## config.mk

```make
export PLATFORM = sky130hd
export DESIGN_NAME = hex_gate_driver
export DESIGN_NICKNAME = d
export VERILOG_FILES = /design/src/hex_gate_pkg.sv /design/src/pin_sync.sv /design/src/chan_fault_mon.sv /design/src/hex_gate_driver.sv
export VERILOG_INCLUDE_DIRS = /design/src
export SDC_FILE = /design/constraint.sdc
export NUM_CORES = 1
export LEC_CHECK = 0
export BUFFER_PORTS_ARGS = -buffer_cell sky130_fd_sc_hd__buf_2
export CAP_MARGIN = 10
export CORE_MARGIN = 2
export CORE_UTILIZATION = 65
export DETAILED_ROUTE_END_ITERATION = 10
export HOLD_SLACK_MARGIN = 0.12
export PLACE_DENSITY = 0.85
export SLEW_MARGIN = 40
export SYNTH_ARGS = -nofsm -noshare
export SYNTH_HDL_FRONTEND = slang
export SYNTH_SLANG_ARGS = --single-unit
```

## constraint.sdc

```tcl
create_clock -name clk_i -period 3.65 [get_ports clk_i]
set_input_delay 0.365 -clock clk_i [delete_from_list [all_inputs] [get_ports clk_i]]
set_output_delay 0.365 -clock clk_i [all_outputs]
set_load 0.01 [all_outputs]
```

## src/hex_gate_regs.svh

```systemverilog
`ifndef HEX_GATE_REGS_SVH
`define HEX_GATE_REGS_SVH

`define CLK_PERIOD_NS     25
`define OPEN_SENSE_NS     28000
`define SHORT_ON_NS       56000
`define REFRESH_OFF_NS    16400000
// least times round up, the refresh time is kept as a typical figure
`define OPEN_SENSE_CYC    ((`OPEN_SENSE_NS + `CLK_PERIOD_NS - 1) / `CLK_PERIOD_NS)
`define SHORT_ON_CYC      ((`SHORT_ON_NS + `CLK_PERIOD_NS - 1) / `CLK_PERIOD_NS)
`define REFRESH_OFF_CYC   (`REFRESH_OFF_NS / `CLK_PERIOD_NS)
`define FRAME_SHORT_BITS  5'h08
`define FRAME_LONG_BITS   5'h10
`define FLAG_BIT          7
`define NUM_CH            6

`endif

```

## src/hex_gate_pkg.sv

```systemverilog
package hex_gate_pkg;
	typedef logic [5:0] chan_mask_t;
	typedef logic [19:0] tick_t;

	typedef struct packed {
		logic       cs_n;
		logic       sck;
		logic       si;
		logic       pwm_override_select;
		logic       pwm_input_ch_zero_one;
		logic       pwm_input_ch_four_five;
		logic       over_voltage;
		chan_mask_t parallel_gate_inputs;
		chan_mask_t drain_above_threshold;
	} pin_in_s;

	typedef enum logic [2:0] {
		MON_NORMAL    = 3'b001,
		MON_RETRY_OFF = 3'b010,
		MON_RETRY_ON  = 3'b100
	} mon_state_e;

	typedef struct packed {
		mon_state_e mode;
		tick_t      cnt;
		logic       short_flt;
		logic       open_flt;
	} mon_state_s;

	typedef struct packed {
		logic       sck_q;
		logic       cs_n_q;
		logic [4:0] bit_cnt;
		logic [7:0] shreg;
		logic       so;
		chan_mask_t cmd;
		chan_mask_t frozen;
		chan_mask_t gate;
	} spi_state_s;
endpackage

```

## src/pin_sync.sv

```systemverilog
`timescale 1ns/1ps
module pin_sync
	import hex_gate_pkg::*;
#(
	parameter int               WIDTH     = 8,
	parameter logic [WIDTH-1:0] RESET_VAL = '0
)(
	input  wire logic             clk_i,
	input  wire logic             rst_n_i,
	input  wire logic [WIDTH-1:0] async_i,
	output logic      [WIDTH-1:0] sync_o
);
	typedef struct packed {
		logic [WIDTH-1:0] meta;
		logic [WIDTH-1:0] stable;
	} sync_s;

	sync_s st_ff;
	sync_s nxt_st;

	always_comb
	begin
		nxt_st.meta   = async_i;
		nxt_st.stable = st_ff.meta;
	end

	always_ff @(posedge clk_i)
	begin
		if (!rst_n_i)
			// both stages leave reset at the pins' idle levels so no false edge follows reset
			st_ff <= '{meta: RESET_VAL, stable: RESET_VAL};
		else
			st_ff <= nxt_st;
	end

	assign sync_o = st_ff.stable;
endmodule

```

## src/chan_fault_mon.sv

```systemverilog
`timescale 1ns/1ps
`include "hex_gate_regs.svh"
module chan_fault_mon
	import hex_gate_pkg::*;
#(
	parameter tick_t SHORT_CYC   = tick_t'(`SHORT_ON_CYC),
	parameter tick_t REFRESH_CYC = tick_t'(`REFRESH_OFF_CYC),
	parameter tick_t OPEN_CYC    = tick_t'(`OPEN_SENSE_CYC)
)(
	input  wire logic clk_i,
	input  wire logic rst_n_i,
	input  wire logic request_i,
	input  wire logic gate_on_i,
	input  wire logic drain_high_i,
	output logic      retry_off_o,
	output logic      fault_o
);
	mon_state_s st_ff;
	mon_state_s nxt_st;

	always_comb
	begin
		nxt_st = st_ff;
		unique case (st_ff.mode)
			MON_NORMAL:
			begin
				if (gate_on_i)
				begin
					nxt_st.open_flt = 1'b0;
					if (drain_high_i)
					begin
						if (st_ff.cnt >= SHORT_CYC)
						begin
							nxt_st.short_flt = 1'b1;
							nxt_st.mode      = MON_RETRY_OFF;
							nxt_st.cnt       = '0;
						end
						else
							nxt_st.cnt = st_ff.cnt + tick_t'(1);
					end
					else
					begin
						nxt_st.cnt       = '0;
						nxt_st.short_flt = 1'b0;
					end
				end
				else if (!request_i)
				begin
					nxt_st.short_flt = 1'b0;
					if (!drain_high_i)
					begin
						if (st_ff.cnt >= OPEN_CYC)
							nxt_st.open_flt = 1'b1;
						else
							nxt_st.cnt = st_ff.cnt + tick_t'(1);
					end
					else
					begin
						nxt_st.cnt      = '0;
						nxt_st.open_flt = 1'b0;
					end
				end
				else
					nxt_st.cnt = '0;
			end
			MON_RETRY_OFF:
			begin
				if (!request_i)
				begin
					nxt_st.mode      = MON_NORMAL;
					nxt_st.cnt       = '0;
					nxt_st.short_flt = 1'b0;
				end
				else if (st_ff.cnt >= REFRESH_CYC - tick_t'(1))
				begin
					nxt_st.mode = MON_RETRY_ON;
					nxt_st.cnt  = '0;
				end
				else
					nxt_st.cnt = st_ff.cnt + tick_t'(1);
			end
			MON_RETRY_ON:
			begin
				// a short that has gone away ends the retry as soon as the drain drops
				if (!request_i || (gate_on_i && !drain_high_i))
				begin
					nxt_st.mode      = MON_NORMAL;
					nxt_st.cnt       = '0;
					nxt_st.short_flt = 1'b0;
				end
				else if (st_ff.cnt >= SHORT_CYC - tick_t'(1))
				begin
					nxt_st.mode = MON_RETRY_OFF;
					nxt_st.cnt  = '0;
				end
				else
					nxt_st.cnt = st_ff.cnt + tick_t'(1);
			end
			default:
			begin
				nxt_st.mode = MON_NORMAL;
				nxt_st.cnt  = '0;
			end
		endcase
	end

	always_ff @(posedge clk_i)
	begin
		if (!rst_n_i)
		begin
			st_ff           <= '0;
			st_ff.mode      <= MON_NORMAL;
		end
		else
			st_ff <= nxt_st;
	end

	assign retry_off_o = (st_ff.mode == MON_RETRY_OFF);
	assign fault_o     = st_ff.short_flt | st_ff.open_flt;
endmodule

```

## src/hex_gate_driver.sv

```systemverilog
// Functional notes
// - short while on after sense time flags fault
// - retry: on sense time, off refresh time
// - open load only while off, after sense
// - one fault bit per channel, self clearing
// - fault bits frozen while chip select low
// - over-voltage forces every gate low
// - reset holds all gates off
// - command bits 0-5 turn gates on
// - bit 7 flag loaded complemented under override, but output released then, so line reads high
// - faulted channel bit returns inverted
// - long frame: low gates, high faults
// - long frame bit 15 is override flag
// - long frame bit 14 echoed unchanged
// - second received byte equals first sent
// - sample input on sck rise, msb first
// - output changes on sck fall, msb first
// - output driven only when selected, no override
// - feedback returned while next command shifts
// - gate request is serial or parallel
// - override routes pwm inputs, ignores serial
// - refresh off time 16.4 ms
`timescale 1ns/1ps
`include "hex_gate_regs.svh"
module hex_gate_driver
	import hex_gate_pkg::*;
#(
	parameter int SHORT_CYC   = `SHORT_ON_CYC,
	parameter int REFRESH_CYC = `REFRESH_OFF_CYC,
	parameter int OPEN_CYC    = `OPEN_SENSE_CYC
)(
	input  wire logic       clk_i,
	input  wire logic       rst_n_i,
	input  wire logic       cs_n_i,
	input  wire logic       sck_i,
	input  wire logic       si_i,
	output logic            so_o,
	output logic            so_oe_o,
	input  wire logic       pwm_override_select_i,
	input  wire logic       pwm_input_ch_zero_one_i,
	input  wire logic       pwm_input_ch_four_five_i,
	input  wire logic       battery_supply_monitor_ovv_i,
	input  wire chan_mask_t parallel_gate_inputs_i,
	input  wire chan_mask_t drain_monitor_inputs_i,
	output chan_mask_t      gate_drive_outputs_o,
	output chan_mask_t      fault_status_o
);
	pin_in_s    pins_raw;
	pin_in_s    pins;
	spi_state_s st_ff;
	spi_state_s nxt_st;
	chan_mask_t req;
	chan_mask_t retry_off;
	chan_mask_t fault_live;
	logic       sck_rise;
	logic       sck_fall;
	logic       cs_fall;
	logic       cs_rise;
	logic [7:0] echo_mask;
	logic       cmd_take;

	// chip select idles high and an off gate shows a high drain; a zero reset would fake a frame start
	localparam pin_in_s PIN_IDLE = '{
		cs_n:                   1'b1,
		sck:                    1'b0,
		si:                     1'b0,
		pwm_override_select:    1'b0,
		pwm_input_ch_zero_one:  1'b0,
		pwm_input_ch_four_five: 1'b0,
		over_voltage:           1'b0,
		parallel_gate_inputs:   6'h00,
		drain_above_threshold:  6'h3F
	};

	assign pins_raw = '{
		cs_n:                   cs_n_i,
		sck:                    sck_i,
		si:                     si_i,
		pwm_override_select:    pwm_override_select_i,
		pwm_input_ch_zero_one:  pwm_input_ch_zero_one_i,
		pwm_input_ch_four_five: pwm_input_ch_four_five_i,
		over_voltage:           battery_supply_monitor_ovv_i,
		parallel_gate_inputs:   parallel_gate_inputs_i,
		drain_above_threshold:  drain_monitor_inputs_i
	};

	pin_sync #(
		.WIDTH    ($bits(pin_in_s)),
		.RESET_VAL(PIN_IDLE)
	) u_sync (
		.clk_i  (clk_i),
		.rst_n_i(rst_n_i),
		.async_i(pins_raw),
		.sync_o (pins)
	);

	// edges are found on the synchronised copies; sck must stay below a quarter of clk
	assign sck_rise = pins.sck & ~st_ff.sck_q & ~pins.cs_n;
	assign sck_fall = ~pins.sck & st_ff.sck_q & ~pins.cs_n;
	assign cs_fall  = ~pins.cs_n & st_ff.cs_n_q;
	assign cs_rise  = pins.cs_n & ~st_ff.cs_n_q;

	// flag bit complemented under override, faulted channels inverted
	assign echo_mask = {pins.pwm_override_select, 1'b0, st_ff.frozen};

	function automatic chan_mask_t route_req(input pin_in_s p, input chan_mask_t cmd);
		chan_mask_t r;
		r = cmd | p.parallel_gate_inputs;
		if (p.pwm_override_select)
		begin
			r = {p.pwm_input_ch_four_five, p.pwm_input_ch_four_five,
				p.parallel_gate_inputs[3:2],
				p.pwm_input_ch_zero_one, p.pwm_input_ch_zero_one};
		end
		return r;
	endfunction

	assign req = route_req(pins, st_ff.cmd);

	// only whole 8 or 16 bit frames may reach the gates; a cut frame leaves them as they were
	function automatic logic frame_len_ok(input logic [4:0] n);
		return (n == `FRAME_SHORT_BITS) || (n == `FRAME_LONG_BITS);
	endfunction

	// a frame shifted in under override is dropped, else it would reach the gates once override ends
	assign cmd_take = cs_rise & frame_len_ok(st_ff.bit_cnt) & ~pins.pwm_override_select;

	genvar ch;
	generate
		for (ch = 0; ch < `NUM_CH; ch++)
		begin : g_mon
			chan_fault_mon #(
				.SHORT_CYC  (tick_t'(SHORT_CYC)),
				.REFRESH_CYC(tick_t'(REFRESH_CYC)),
				.OPEN_CYC   (tick_t'(OPEN_CYC))
			) u_mon (
				.clk_i       (clk_i),
				.rst_n_i     (rst_n_i),
				.request_i   (req[ch]),
				.gate_on_i   (st_ff.gate[ch]),
				.drain_high_i(pins.drain_above_threshold[ch]),
				.retry_off_o (retry_off[ch]),
				.fault_o     (fault_live[ch])
			);
		end
	endgenerate

	always_comb
	begin
		nxt_st        = st_ff;
		nxt_st.sck_q  = pins.sck;
		nxt_st.cs_n_q = pins.cs_n;

		if (pins.cs_n)
			nxt_st.frozen = fault_live;

		if (cs_fall)
		begin
			// the last frame's low byte goes back out with the fault pattern applied
			nxt_st.shreg   = st_ff.shreg ^ echo_mask;
			nxt_st.so      = st_ff.shreg[`FLAG_BIT] ^ echo_mask[`FLAG_BIT];
			nxt_st.bit_cnt = '0;
		end
		else if (sck_rise)
		begin
			// an 8-bit path lets a 16-bit frame return its first byte second
			nxt_st.shreg = {st_ff.shreg[6:0], pins.si};
			if (st_ff.bit_cnt != 5'h1F)
				nxt_st.bit_cnt = st_ff.bit_cnt + 5'h01;
		end
		else if (sck_fall)
			nxt_st.so = st_ff.shreg[`FLAG_BIT];

		if (cmd_take)
			nxt_st.cmd = st_ff.shreg[5:0];

		nxt_st.gate = req & ~retry_off & {`NUM_CH{~pins.over_voltage}};
	end

	always_ff @(posedge clk_i)
	begin
		if (!rst_n_i)
		begin
			st_ff        <= '0;
			st_ff.sck_q  <= 1'b0;
			st_ff.cs_n_q <= 1'b1;
		end
		else
			st_ff <= nxt_st;
	end

	assign gate_drive_outputs_o = st_ff.gate;
	assign fault_status_o       = st_ff.frozen;
	assign so_o                 = st_ff.so;
	// the output is released under override, so the pull-up on the wire reads every bit high
	assign so_oe_o              = ~pins.cs_n & ~pins.pwm_override_select;
endmodule

```

==> metrics.cfg <==
[timing]
finalCritPeriodShare=0.780
finalSetupTns_ns=0
fmax_mhz=351
max_slew.worst_pin.slew_ns=0.848
hold_viol=0
slew_headroom=0.434
finalSetupViolCount=0
finClkSkew_ns=0.00895
whs_ns=0.379
rsz0062_at_grt=no
slew_violations=0
period_minus_slack_ns=2.85

[worst_setup_path]
critPathCaptureType=flop
crit_fanout=15
cp_slowest_cell=dfxtp_1
cp_data_arrival_time_ns=3.26
slowest_delay_ns=0.64
crit_path_start_kind=flop
critical_path.cell_chain=nor2b_1, o211ai_1, a21boi_0, o211ai_2, nand3b_2, o311ai_1
r2r_slack_ns=0.80
crit_type=reg -> reg
required_ns=4.06

[logic_synthesis]
async_flop_share=0
synth_nets=1362
synth_edf_count=0
synth_top_area_frac=0.403
ys_warn_count=0
synth-seq-area-share=0.403
synthCells=1326
netlist_area_mm2=0.0110
syn_area_per_cell_um2=8.32
ys_types=83
yosys-top-cells-area=dfxtp_1 (40%), nor2_1 (7.5%), xnor2_1 (5.7%)
ys.flop_type=dfxtp_1
synth_seq_cells=222
synth_area_leader_cell=dfxtp_1

[die]
ios=35
coreArea_mm2=0.0166
rows=47
die-area_mm2=0.0180
die_y_um=134
die_w_um=134
start_util=0.665

[cells_and_area]
regArea_mm2=0.00444
n_fill_cell=1182
areaGrowthSynthToFinish_pct=11.0
layout_common_cells=dfxtp_1 (222), nor2_1 (221), nand2_1 (86), xnor2_1 (72), nand3_1 (51)
final_common_cell=dfxtp_1
multiInputGateArea_mm2=0.00609
num_antenna_cells=0
nets=1376
layout-drive-gt1-share=0.0936

[global_routing]
grt_first_pass_wirelength_mm=41.2
grt_max_degree=36
grt_pass1_vias=8963
grt_overflow_total=0
track_usage=0.267
antenna_found_initial=0

[routing]
viasPerCell=6.02
drc=0
detail-route-antenna-nets=0
drt_first_pass_iters=5
vias=9488
routed_wl_mm=24.1
drt-initial-drc-count=707
wl_per_cell_um=15.3

[placement]
finalWeightedCongestion=0.888
dp_hpwl_mm=15.6
port_buffers=34

[cts]
cts.path.max_buffers=3
postCtsSetupRepairBufs=0
cts_buffers=24
clk_latency_ns=0.51
cts_max_level=1
cts_tree=built
clockRootBuffer=clkbuf_16
cts_hold_buf=19
clk_pin_slew_ns=0.06
cts_resized=0
clock-sinks=222

[power_and_ir_drop]
powerDensity_mw_per_mm2=439
max-vdd-ir-drop_v=0.000585
leakage_nw=4.25
power_mw=5.37

[hold_path]
hold_path.class=in -> reg

[run]
drv_cap=0

[run_status]
outcome=finished clean

-- state kept, by name (all words and copies together) (netlist names) --
signal                count
g_mon.u_mon.st_ff       150
st_ff                    21
u_sync.nxt_st            19
u_sync.sync_o            19
fault_status_o            6
gate_drive_outputs_o      6
so_o                      1
-- logic make-up (layout without fill, tap and decap cells) --
group / Yosys count / count (layout) / synth area share
compound gates: 193 / 193 / 0.129
xor+xnor: 108 / 108 / 0.0858
fa+ha+maj: 15 / 15 / 0.0170
buf+inv: 117 / 148 / 0.0465
flops: 222 / 222 / 0.403
mux: 16 / 16 / 0.0146
simple gates: 655 / 655 / 0.304
-- worst paths after layout --
kind,start,endpoint,cells after the start
max,u_sync.sync_o[15],g_mon[0].u_mon.st_ff[5],6
min,rst_n_i,u_sync.nxt_st[1],2
max reg2reg,u_sync.sync_o[15],g_mon[0].u_mon.st_ff[5],6
min reg2reg,u_sync.nxt_st[18],u_sync.sync_o[18],1
-- layout make-up --
type                            count  share of cell area
Tap cell                          220              0.0225
Clock buffer                       32              0.0565
Multi-Input combinational cell    987               0.497
Sequential cell                   222               0.363
Timing Repair Buffer               66              0.0374
Clock inverter                     11              0.0109
Inverter                           39              0.0120
-- metrics by stage --
stage               cell area, um2  cells  setup slack [ns]  utilization
global route                 12200   1577             0.463        0.738
detailed placement           11200   1515             0.809        0.677
CTS                          12200   1577             0.814        0.738
floorplan                    11000   1326              1.46            -
global placement             11200   1515             0.876        0.677
finish                       12200   1577             0.803        0.738
-- cells in the mapped netlist, types with 19 or more instances --
cell type,n
dfxtp_1,222
nor2_1,221
nand2_1,86
xnor2_1,72
clkbuf_1,51
nand3_1,51
nor3_1,47
a21oi_1,44
nand4_1,43
o21ai_0,43
inv_1,38
xor2_1,36
and2_1,31
nand2b_1,30
and3_1,21
nor3b_1,20
nor2b_1,19
nor4_1,19
-- worst max-delay path, delay by kind of cell, from the launching register on --
kind / cells / cell delay, ns
simple gates: 2 / 0.91
flops: 1 / 0.64
compound gates: 4 / 1.19
-- where the power goes --
group	switching [mW]	internal, mW
Sequential	0.0542	2.47
Combinational	0.187	0.139
Clock	0.975	1.54
Total	1.22	4.15
-- metal layers --
layer	vias to the layer above	routed length (um)	GRT usage
met5	-	0	0
met4	0	658	0.0930
met3	61	1180	0.0351
met2	246	11600	0.460
met1	4509	10600	0.345
li1	4672	-	-
Power figures use the tool's default switching activity.
